[config.mk]
export PLATFORM = sky130hd
export DESIGN_NAME = edc_counter_flat
export DESIGN_NICKNAME = d
export VERILOG_FILES = /design/src/edc_pkg.sv /design/src/edc_if.sv /design/src/edc_counter.sv /design/src/flat_wrapper.sv
export SDC_FILE = /design/constraint.sdc
export NUM_CORES = 1
export LEC_CHECK = 0
export ABC_AREA = 1
export BUFFER_PORTS_ARGS = -buffer_cell sky130_fd_sc_hd__buf_4
export CAP_MARGIN = 10
export CORE_MARGIN = 2
export CORE_UTILIZATION = 59
export CTS_CLUSTER_DIAMETER = 150
export DETAILED_ROUTE_END_ITERATION = 10
export PLACE_DENSITY = 0.81
export SKIP_CTS_REPAIR_TIMING = 1
export SYNTH_ARGS = -nofsm -noshare
export SYNTH_HDL_FRONTEND = slang
export SYNTH_SLANG_ARGS = --single-unit
[constraint.sdc]
create_clock -name hclk -period 2 [get_ports hclk]
set_input_delay 0.2 -clock hclk [delete_from_list [all_inputs] [get_ports hclk]]
set_output_delay 0.2 -clock hclk [all_outputs]
set_load 0.01 [all_outputs]
[src/edc_pkg.sv]
// Package of constants shared by both ends of the event delay counter link
package edc_pkg;
  localparam int unsigned CNT_W = 35;
  localparam int unsigned BYTES = 5;
  localparam logic [15:0] STEP_ADDR = 16'h4884;
  localparam logic [7:0] TRIG_FREE_RUN = 8'h03;
  localparam logic [7:0] PRESCALE_INIT = 8'hF2;
  localparam logic [3:0] SUB_MAX = 4'hF;
  localparam logic [CNT_W-1:0] CNT_RESET = 35'h0_0000_FFFF;
  localparam logic [31:0] OFS_CTRL = 32'h0000_0000;
  localparam logic [31:0] OFS_DATA_LO = 32'h0000_0004;
  localparam logic [31:0] OFS_DATA_HI = 32'h0000_0008;
  localparam logic [31:0] OFS_STATUS = 32'h0000_000C;
  localparam logic [31:0] OFS_CMD = 32'h0000_0010;
  localparam logic [2:0] ADDR_DATA = 3'h0;
  localparam logic [2:0] ADDR_TC = 3'h5;
  localparam logic [2:0] ADDR_TRIG = 3'h6;
  localparam logic [2:0] ADDR_PRESCALE = 3'h7;
endpackage

[src/edc_if.sv]
// Interface joining the processor end and the counter end
`timescale 1ns/100ps
interface edc_if;
  logic wr;
  logic rd;
  logic [2:0] addr;
  logic [7:0] wdata;
  logic [7:0] rdata;
  logic [15:0] step_addr;
  logic step_access;
  logic load_strobe;
  logic clock_source_select;
  logic alt_clock_enable_n;
  logic alt_clock_step_bit;
  logic event_clk;
  modport dev (input wr, input rd, input addr, input wdata, output rdata, input step_addr, input step_access,
    input load_strobe, input clock_source_select, input alt_clock_enable_n, input alt_clock_step_bit,
    input event_clk);
  modport host (output wr, output rd, output addr, output wdata, input rdata, output step_addr,
    output step_access, output load_strobe, output clock_source_select, output alt_clock_enable_n,
    output alt_clock_step_bit, output event_clk);
endinterface

[src/edc_counter.sv]
// Device end: 35-bit event delay down counter with load, terminal count and clock stepping
`timescale 1ns/100ps
// Operation
// 35-bit down counter with load, terminal count
// Host writes five bytes, low byte first
// Host reads five bytes, masks top five bits
// Readback returns inverted counter contents
// At counted zero, read inverse of last load
// Inverse of zero only after loading zero
// Zero accepted as load value
// Decrement by one per clock pulse
// Terminal count readable after load or step
// Reset load FFFF keeps terminal count low
// Active-high load strobe, low blocks reload
// Step access at 4884 gives one pulse
// Host steps alt clock low then high
// Source select high stops main clock
// Alt clock off when select and bit high
// Trigger register 03 means free run
// Prescaler F2 enables path, sub-counter F
// Host reports upper, middle, lower mismatches
// After zero load, tc one, read inverse zero
// Tc set at zero, cleared nonzero load
// Reset holds control logic initial
module edc_counter (
  input wire logic hclk,
  input wire logic hresetn,
  edc_if.dev link,
  output logic terminal_count,
  output logic trigger_free_run,
  output logic event_path_enable,
  output logic sub_tc,
  output logic sys_clk_pulse,
  output logic [edc_pkg::CNT_W-1:0] count
);
  // Latches and counter are 35 bits wide; the latch byte view and the readback word pad to 40 so that
  // five whole bytes can be addressed without a special case for the last one.
  logic [edc_pkg::CNT_W-1:0] input_latch; // Staged load value
  logic [edc_pkg::CNT_W-1:0] last_load; // Last value copied in
  logic [39:0] latch_wide; // Byte-wide view of the latch
  logic [7:0] trig_reg; // Trigger shift register image
  logic [7:0] prescale_reg; // Prescaler register image
  logic [3:0] sub_count; // Prescaler sub-counter
  logic [2:0] alt_sync; // Pin synchroniser for alt step bit
  logic [2:0] ev_sync; // Pin synchroniser for event clock
  logic alt_prev; // Previous settled alt level
  logic ev_prev; // Previous settled event level
  logic alt_tick; // Alt clock rising edge
  logic ev_tick; // Event clock rising edge
  logic count_pulse; // One count or load step
  logic alt_free; // Free-running alternate path, modelled as one count per cycle
  logic [39:0] read_wide; // Readback word
  // The counter has one clock; every outside clock is seen as a level that is sampled and
  // edge-detected here, so a slow or hand-stepped source never clocks a flop directly.
  // The price is a few cycles of latency between a level change and the count it causes.

  // Synchronisers; a change counts once stages two and three agree
  // Reset values match each line's idle level (step bit high, event clock low), so the
  // release of reset never looks like a rising edge
  always_ff @(posedge hclk or negedge hresetn) begin
    if (!hresetn) begin
      // Idle levels
      alt_sync <= 3'h7;
      ev_sync <= 3'h0;
      alt_prev <= 1'b1;
      ev_prev <= 1'b0;
    end else begin
      // Shift in the raw levels
      alt_sync <= {alt_sync[1:0], link.alt_clock_step_bit};
      ev_sync <= {ev_sync[1:0], link.event_clk};
      // Settled level moves only once two stages agree
      if (alt_sync[1] == alt_sync[2]) begin
        alt_prev <= alt_sync[2];
      end
      if (ev_sync[1] == ev_sync[2]) begin
        ev_prev <= ev_sync[2];
      end
    end
  end

  // Low-then-high on the step bit makes one alt clock edge
  // A rise is taken only when the settled level changes, so a one-cycle glitch is ignored
  assign alt_tick = (alt_sync[1] == alt_sync[2]) && alt_sync[2] && !alt_prev;
  assign ev_tick = (ev_sync[1] == ev_sync[2]) && ev_sync[2] && !ev_prev;
  // Free-running alternate path; with no second clock it is modelled as one count per cycle.
  // It is off whenever the active-low select is high, which covers the select-high, step-bit-high
  // case; stepping is then the only way the alternate clock reaches the counter.
  assign alt_free = !link.alt_clock_enable_n;
  // Alt path runs only when the select pin enables it; stepping bypasses the gate
  // Event clock pulses pass only once the prescaler has opened the path
  assign count_pulse = alt_tick | alt_free | (ev_tick & event_path_enable);

  // Each step access produces one system clock pulse, unless main source is running
  // The address is compared in full so a stray access elsewhere cannot step the clock;
  // the pulse is registered, so it stands for exactly one cycle.
  always_ff @(posedge hclk or negedge hresetn) begin
    if (!hresetn) begin
      sys_clk_pulse <= 1'b0;
    end else begin
      sys_clk_pulse <= link.step_access && (link.step_addr == edc_pkg::STEP_ADDR)
        && link.clock_source_select;
    end
  end

  // Byte writes into the input latch and control registers
  // Bytes 0 to 4 land in the latch; the top five bits of byte 4 are kept but never loaded.
  // Writing the latch does not touch the counter: only a counting edge with the strobe high does.
  always_ff @(posedge hclk or negedge hresetn) begin
    if (!hresetn) begin
      // Latch starts at the same value as the counter
      latch_wide <= 40'h00_0000_FFFF;
      trig_reg <= 8'h00;
      prescale_reg <= 8'h00;
    end else if (link.wr) begin
      case (link.addr)
        edc_pkg::ADDR_TRIG: begin
          trig_reg <= link.wdata;
        end
        edc_pkg::ADDR_PRESCALE: begin
          prescale_reg <= link.wdata;
        end
        edc_pkg::ADDR_TC: begin
          // Read-only position
        end
        default: begin
          latch_wide[link.addr*8 +: 8] <= link.wdata;
        end
      endcase
    end
  end
  assign input_latch = latch_wide[edc_pkg::CNT_W-1:0];

  // Only the exact free-run code holds the trigger asserted; any other code releases it
  assign trigger_free_run = (trig_reg == edc_pkg::TRIG_FREE_RUN);
  // The event path stays shut until the prescaler holds its opening code, so stray event
  // clock edges before setup cannot disturb the counter
  assign event_path_enable = (prescale_reg == edc_pkg::PRESCALE_INIT);

  // Prescaler sub-counter: loaded to max, first event pulse asserts its tc
  // A prescaler write of the opening code reloads the sub-counter even if an event edge lands in the same cycle;
  // that edge is lost, which only matters while the path is being set up.
  always_ff @(posedge hclk or negedge hresetn) begin
    if (!hresetn) begin
      sub_count <= 4'h0;
      sub_tc <= 1'b0;
    end else if (link.wr && link.addr == edc_pkg::ADDR_PRESCALE && link.wdata == edc_pkg::PRESCALE_INIT) begin
      sub_count <= edc_pkg::SUB_MAX;
      sub_tc <= 1'b0;
    end else if (ev_tick && event_path_enable) begin
      // Count events; tc marks the first one after the reload
      sub_count <= sub_count - 4'h1;
      sub_tc <= (sub_count == edc_pkg::SUB_MAX);
    end
  end

  // Counter: load when strobe high, else decrement each pulse
  // The borrow ripples through all 35 bits in one subtraction, so every stage is exercised
  // by a single step from a walking one. Terminal count is a register updated on the same
  // edge as the count, so it never disagrees with the count seen beside it.
  // Counting on from zero wraps to all ones; the user must reload before that matters.
  always_ff @(posedge hclk or negedge hresetn) begin
    if (!hresetn) begin
      // The counter and its last load start at the reset value, with a low terminal count
      count <= edc_pkg::CNT_RESET;
      last_load <= edc_pkg::CNT_RESET;
      terminal_count <= 1'b0;
    end else if (count_pulse) begin
      // Nothing moves between counting edges
      if (link.load_strobe) begin
        // Copy the latch in and remember it for readback at zero
        count <= input_latch;
        last_load <= input_latch;
        terminal_count <= (input_latch == '0);
      end else begin
        // Count down; terminal count rises as the count leaves one
        count <= count - 35'h0_0000_0001;
        terminal_count <= (count == 35'h0_0000_0001);
      end
    end
  end

  // Readback: inverse of count, or of last load once counted down to zero
  // A zero count therefore reads as the inverse of zero only when zero was loaded: a
  // counted-down zero shows the inverse of the last load instead. Software must not take
  // that readback as proof that nothing was counted.
  always_comb begin
    read_wide = 40'h00_0000_0000;
    if (count == '0) begin
      read_wide[edc_pkg::CNT_W-1:0] = ~last_load;
    end else begin
      read_wide[edc_pkg::CNT_W-1:0] = ~count;
    end
  end

  // Registered read data byte
  // The byte stands from the edge after the read strobe until the next read; the far end
  // must take it no sooner than two cycles after it raised the strobe.
  always_ff @(posedge hclk or negedge hresetn) begin
    if (!hresetn) begin
      link.rdata <= 8'h00;
    end else if (link.rd) begin
      if (link.addr == edc_pkg::ADDR_TC) begin
        link.rdata <= {7'h00, terminal_count};
      end else if (link.addr < edc_pkg::ADDR_TC) begin
        // Counter bytes, low byte at address zero
        link.rdata <= read_wide[link.addr*8 +: 8];
      end else begin
        link.rdata <= 8'h00;
      end
    end
  end
endmodule

[src/flat_wrapper.sv]
// flat-port wrapper written by rule: the top's interface ports become plain ports
module edc_counter_flat 
  (hclk, hresetn, terminal_count, trigger_free_run, event_path_enable, sub_tc, sys_clk_pulse, count, link_wr, link_rd, link_addr, link_wdata, link_rdata, link_step_addr, link_step_access, link_load_strobe, link_clock_source_select, link_alt_clock_enable_n, link_alt_clock_step_bit, link_event_clk);
  edc_if link_i ();
  input wire logic hclk;
  input wire logic hresetn;
  output logic terminal_count;
  output logic trigger_free_run;
  output logic event_path_enable;
  output logic sub_tc;
  output logic sys_clk_pulse;
  output logic [edc_pkg::CNT_W-1:0] count;
  input wire logic [$bits(link_i.wr)-1:0] link_wr;
  input wire logic [$bits(link_i.rd)-1:0] link_rd;
  input wire logic [$bits(link_i.addr)-1:0] link_addr;
  input wire logic [$bits(link_i.wdata)-1:0] link_wdata;
  output wire logic [$bits(link_i.rdata)-1:0] link_rdata;
  input wire logic [$bits(link_i.step_addr)-1:0] link_step_addr;
  input wire logic [$bits(link_i.step_access)-1:0] link_step_access;
  input wire logic [$bits(link_i.load_strobe)-1:0] link_load_strobe;
  input wire logic [$bits(link_i.clock_source_select)-1:0] link_clock_source_select;
  input wire logic [$bits(link_i.alt_clock_enable_n)-1:0] link_alt_clock_enable_n;
  input wire logic [$bits(link_i.alt_clock_step_bit)-1:0] link_alt_clock_step_bit;
  input wire logic [$bits(link_i.event_clk)-1:0] link_event_clk;
  assign link_i.wr = link_wr;
  assign link_i.rd = link_rd;
  assign link_i.addr = link_addr;
  assign link_i.wdata = link_wdata;
  assign link_rdata = link_i.rdata;
  assign link_i.step_addr = link_step_addr;
  assign link_i.step_access = link_step_access;
  assign link_i.load_strobe = link_load_strobe;
  assign link_i.clock_source_select = link_clock_source_select;
  assign link_i.alt_clock_enable_n = link_alt_clock_enable_n;
  assign link_i.alt_clock_step_bit = link_alt_clock_step_bit;
  assign link_i.event_clk = link_event_clk;
  edc_counter u_core (.hclk(hclk), .hresetn(hresetn), .link(link_i), .terminal_count(terminal_count), .trigger_free_run(trigger_free_run), .event_path_enable(event_path_enable), .sub_tc(sub_tc), .sys_clk_pulse(sys_clk_pulse), .count(count));
endmodule
==> results of run 1 <==
-- cells in the mapped netlist, types with 2 or more instances --
library cell    n
buf_6           5
nor2_2          8
xnor2_1         2
dfrtp_1        92
nor4_2          2
nor4_1         14
nand2_4         3
clkbuf_1       10
nand4_1        16
nand2_1       222
nand2_2         6
nand3_1        72
nor2_4          4
nor2_1         54
inv_1          89
dfstp_2        52
nor3_1         16
o21ai_1        13
buf_2          13
ha_1           11
nand3b_1        2
buf_4           2
o221ai_1       11
clkinv_1        3
xor2_1         27
o21ai_0        67
nor2_8          2
o211ai_1       36
a31oi_1         3
a21oi_1        13
inv_2           4
o22ai_1         2
-- critical path: stages, from the launching register on --
cell and delay (ns):
dfrtp_1 0.38, or4_1 0.53, nor4_1 0.22, buf_4 0.18
-- routing by layer --
metal	share of wire	up-vias	track usage
li1	-	3279	-
met1	0.40	3433	0.447
met2	0.48	364	0.547
met3	0.081	81	0.0597
met4	0.046	0	0.176
met5	0	-	0
-- per-stage QoR --
step / setup slack, ns / TNS, ns / cell area (µm²) / utilization / hold WS [ns]
6_report: 0.0548 / 0 / 9510 / 0.763 / 0.0384
5_1_grt: -0.0363 / -0.0686 / 9510 / 0.763 / 0.0548
4_1_cts: -0.0714 / -0.253 / 9310 / 0.747 / -0.326
3_5_place_dp: -0.0464 / -0.133 / 8730 / 0.700 / 0.129
3_3_place_gp: 0.0233 / 0 / 8730 / 0.700 / 0.127
2_1_floorplan: 0.00328 / 0 / 7470 / - / -0.0956
-- layout make-up --
type	count	area [µm²]	area share
clock buffer	18	439	0.0462
clock inverter	14	144	0.0151
inverter	96	364	0.0383
multi-input combinational	617	3360	0.353
sequential	144	3670	0.386
tap	172	215	0.0226
timing repair buffer	164	1320	0.139
-- cell families (layout without fill, tap and decap cells) --
kind of cell	count (synthesis)	after routing	share of synthesized area
xor+xnor	29	29	0.0340
simple gates	426	426	0.262
buf+inv	126	292	0.0716
fa+ha+maj	11	11	0.0184
flops	144	144	0.491
mux	1	1	0.00151
compound gates	150	150	0.121
-- power groups by stage --
stage	Clock, µW	Combinational (µW)	Sequential [µW]
5_1_grt	3270	4480	4100
3_5_place_dp	0	3770	4050
2_1_floorplan	0	2030	4150
3_3_place_gp	0	3700	4030
6_report	3130	4130	4050
4_1_cts	3150	3820	4010
-- path summary, 6_finish.rpt --
| check | from | end | slack, ns | depth (start not counted) |
|---|---|---|---|---|
| worst max register to register | u_core.count[1] | u_core.count[29] | 0.06 | 10 |
| max in group asynchronous | hresetn | u_core.last_load[14] | 1.09 | 3 |
| worst min-delay path | link_wdata[3] | u_core.latch_wide[19] | 0.04 | 3 |
| min in group asynchronous | hresetn | u_core.prescale_reg[4] | 0.24 | 2 |
| worst min register to register | u_core.ev_sync[0] | u_core.ev_sync[1] | 0.35 | 0 |
| worst max-delay path | u_core.trig_reg[5] | trigger_free_run | 0.05 | 3 |
==> flow_summary.yaml, run 1 <==
cts:
  numClockSinks: 144
  clk_latency_ns: 0.44
  cts_buffers: 17
  cts_tree: "yes"
  h-tree-depth: 4
  clk_path_buf_depth: 2
  clockRootBuffer: "clkbuf_16"
  path_clk_slew_ns: 0.06
setup_path:
  worstPathRequired_ns: 1.80
  path_class: "reg -> out"
  crit_path_start_kind: "flip-flop"
  critPathMaxFanout: 2
  crit_path_end_kind: "output pin"
  arrival_ns: 1.75
synthesis:
  synth_largest_area_cell: "dfrtp_1"
  syn_nets: 935
  mappedNetlistArea_um2: 7470
  synthCells: 887
  yosysTopAreaCellShare: 0.308
  avgSynthCellArea_um2: 8.42
  ys_ff_latch: 144
  synth_edf_count: 0
  synthFlopType: "dfrtp_1"
  yosysUniqueCellTypes: 43
  ys_seq_area_frac: 0.491
  synthTopCellsByArea: "dfrtp_1, dfstp_2, nand2_1"
  yosysWarnings: 0
  async_reset_ff_frac: 1.00
timing:
  drv_slew: 0
  finalHoldViolCount: 0
  finalClockSkew_ns: 0.00632
  worst_pin_slew_ns: 0.520
  max_clock_freq_mhz: 514
  post-route-min-period_ns: 1.95
  finalSetupViolations: 0
  slew_headroom: 0.652
  finalCritPeriodShare: 0.973
die:
  row_count: 41
  coreArea_um2: 12500
  start_util: 0.599
  die_w_um: 116
  ioPinCount: 85
  die_y_um: 116
  fp.dieArea_um2: 13600
global_route:
  grt_usage: 0.341
  grt_pass1_wl_um: 34400
  grt_overflow_total: 0
  grt_pass1_vias: 6731
  grt_start_max_net_pins: 60
  antenna_found_initial: 0
routing:
  num_vias: 7157
  dr.pass1.iters: 5
  routed_via_density: 5.84
  wl_per_cell_um: 18.3
  drc: 0
  drt_iter0_markers: 716
  wirelength_um: 22400
  antenna_left: 0
final_layout:
  diodes: 0
  fin_cells: 1225
  final_cell_mix: "nand2_1, buf_4, dfrtp_1"
  area_growth_pct: 27.4
  n_fill_cell: 912
  final_common_cell: "nand2_1"
  fin_nets: 1088
  reg_top3: "u_core.count (35), u_core.last_load (35), u_core.latch_wide (35)"
  final_layout_size_suffix_gt1_frac: 0.284
placement:
  dp_hpwl_um: 16300
  io_buffers: 84
  place_congestion: 0.968
  place_inst: 1183
power:
  switching_share: 0.372
  totalPowerFinal_uw: 11300
  p_leak_uw: 0.00463
  power.density_nw_per_um2: 1190
  vdd_drop_max_uv: 619
  p_clk_frac: 0.277
  p_int_uw: 7100
  seqPwrFrac: 0.358
  switchingPower_uw: 4210
  combPwrFrac: 0.365
run_status:
  status: "completed"
flow_run:
  maxCapViolations: 0
worst_hold_path:
  hold_path_class: "in -> reg"
(Power assumes the default switching activity.)
==> run 2, diff against run 1 <==
- RECOVER_POWER: not set -> 25
==> flow_summary.yaml, run 2 (synthesis gave the netlist of run 1 again) <==
global_route:
  antenna_found_initial: 0
  grt_pass1_wl_um: 34400
  grt_start_max_net_pins: 60
  grt_usage: 0.341
  grt_pass1_vias: 6731
  grt_overflow_total: 0
routing:
  dr.pass1.iters: 8
  num_vias: 7145
  drc: 0
  routed_via_density: 5.83
  wl_per_cell_um: 18.2
  wirelength_um: 22300
  antenna_left: 0
  drt_iter0_markers: 731
flow_run:
  maxCapViolations: 0
final_layout:
  n_fill_cell: 920
  fin_area_um2: 9480
  fin_nets: 1088
  diodes: 0
  final_util: 0.761
  reg_top3: "u_core.count (35), u_core.last_load (35), u_core.latch_wide (35)"
  final_layout_size_suffix_gt1_frac: 0.280
  final_cell_mix: "nand2_1, buf_4, dfrtp_1"
  multi_input_area_um2: 3360
  final_common_cell: "nand2_1"
  fin_cells: 1225
  area_growth_pct: 27.0
  regArea_um2: 3670
setup_path:
  worstSetupStartpoint: "u_core.count[1]"
  path_class: "reg -> reg"
  crit_path_end_kind: "flip-flop"
  arrival_ns: 2.27
  worstPathRequired_ns: 2.31
  r2r-start: "u_core.count[1]"
  critPathMaxFanout: 5
  crit_path_start_kind: "flip-flop"
placement:
  place_inst: 1183
  dp_hpwl_um: 16300
  io_buffers: 84
  place_area_um2: 8730
  place_congestion: 0.968
  place_ws_ns: -0.0464
cts:
  clk_latency_ns: 0.43
  cts_buffers: 17
  clk_path_buf_depth: 2
  numClockSinks: 144
  h-tree-depth: 4
  cts_tree: "yes"
  path_clk_slew_ns: 0.06
  clockRootBuffer: "clkbuf_16"
timing:
  fin_tns_setup_ns: 0
  setup_slack_ns: 0.0440
  max_clock_freq_mhz: 511
  worst_pin_slew_ns: 0.994
  drv_slew: 0
  finalSetupViolations: 0
  slew_headroom: 0.338
  post-route-min-period_ns: 1.96
  finalHoldViolCount: 0
  finalClockSkew_ns: 0.00665
  finalCritPeriodShare: 0.978
die:
  fp.dieArea_um2: 13600
  row_count: 41
  die_w_um: 116
  start_util: 0.599
  coreArea_um2: 12500
  ioPinCount: 85
  die_y_um: 116
worst_hold_path:
  hp-start: "link_wdata[3]"
  hold_path_class: "in -> reg"
run_status:
  status: "completed"
power:
  power.density_nw_per_um2: 1190
  vdd_drop_max_uv: 616
  p_leak_uw: 0.00461
## run 2: cell count changes in the layout (fill, tap and decap cells not counted)
cell	before	now
dfstp_1	0	1
clkbuf_2	0	1
buf_12	5	4
dfstp_2	52	51
clkbuf_1	0	3
clkbuf_4	0	2
buf_4	150	145
## run 2: stage by stage
step,hold WS (ns),power [µW]
after global placement,0.127,7730
final,0.0398,11300
after detailed placement,0.129,7820
after global routing,0.0548,11800
after floorplan,-0.0956,6180
after CTS,-0.326,11000
## run 2: layout make-up
class | instances | share of cell area
flip-flops and latches | 144 | 0.387
inverters | 96 | 0.0384
clock buffers | 18 | 0.0463
well taps | 172 | 0.0227
clock inverters | 14 | 0.0152
repair buffers | 164 | 0.137
multi-input cells | 617 | 0.354
## run 2: path summary, 6_finish.rpt
path	slack, ns	end	cells after the start
min in group asynchronous	0.48	u_core.prescale_reg[4]	2
min	0.04	u_core.latch_wide[19]	3
min reg2reg	0.35	u_core.ev_sync[1]	0
max	0.04	u_core.count[29]	10
max reg2reg	0.04	u_core.count[29]	10
max in group asynchronous	0.46	u_core.count[30]	3
## run 2: power by group
group          internal, µW  leakage [µW]  switching, µW
clock network          1780      0.000289           1350
registers              3590       0.00171            455
logic                  1720       0.00261           2400
total                  7100       0.00461           4200
## run 2: critical path: stages, from the launching register on
cell and delay, ns:
dfstp_2 0.38, inv_2 0.07, buf_4 0.15, nand3_4 0.09, nor2_4 0.13, nand2_2 0.10, nor2_4 0.20, nand4_1 0.24
nor2_1 0.20, xor2_1 0.18, o21ai_1 0.08
## run 2: metal layers
| metal | GRT usage | share of wire |
|---|---|---|
| met1 | 0.447 | 0.39 |
| met2 | 0.547 | 0.48 |
| met3 | 0.0597 | 0.086 |
| met4 | 0.176 | 0.046 |
| met5 | 0 | 0 |
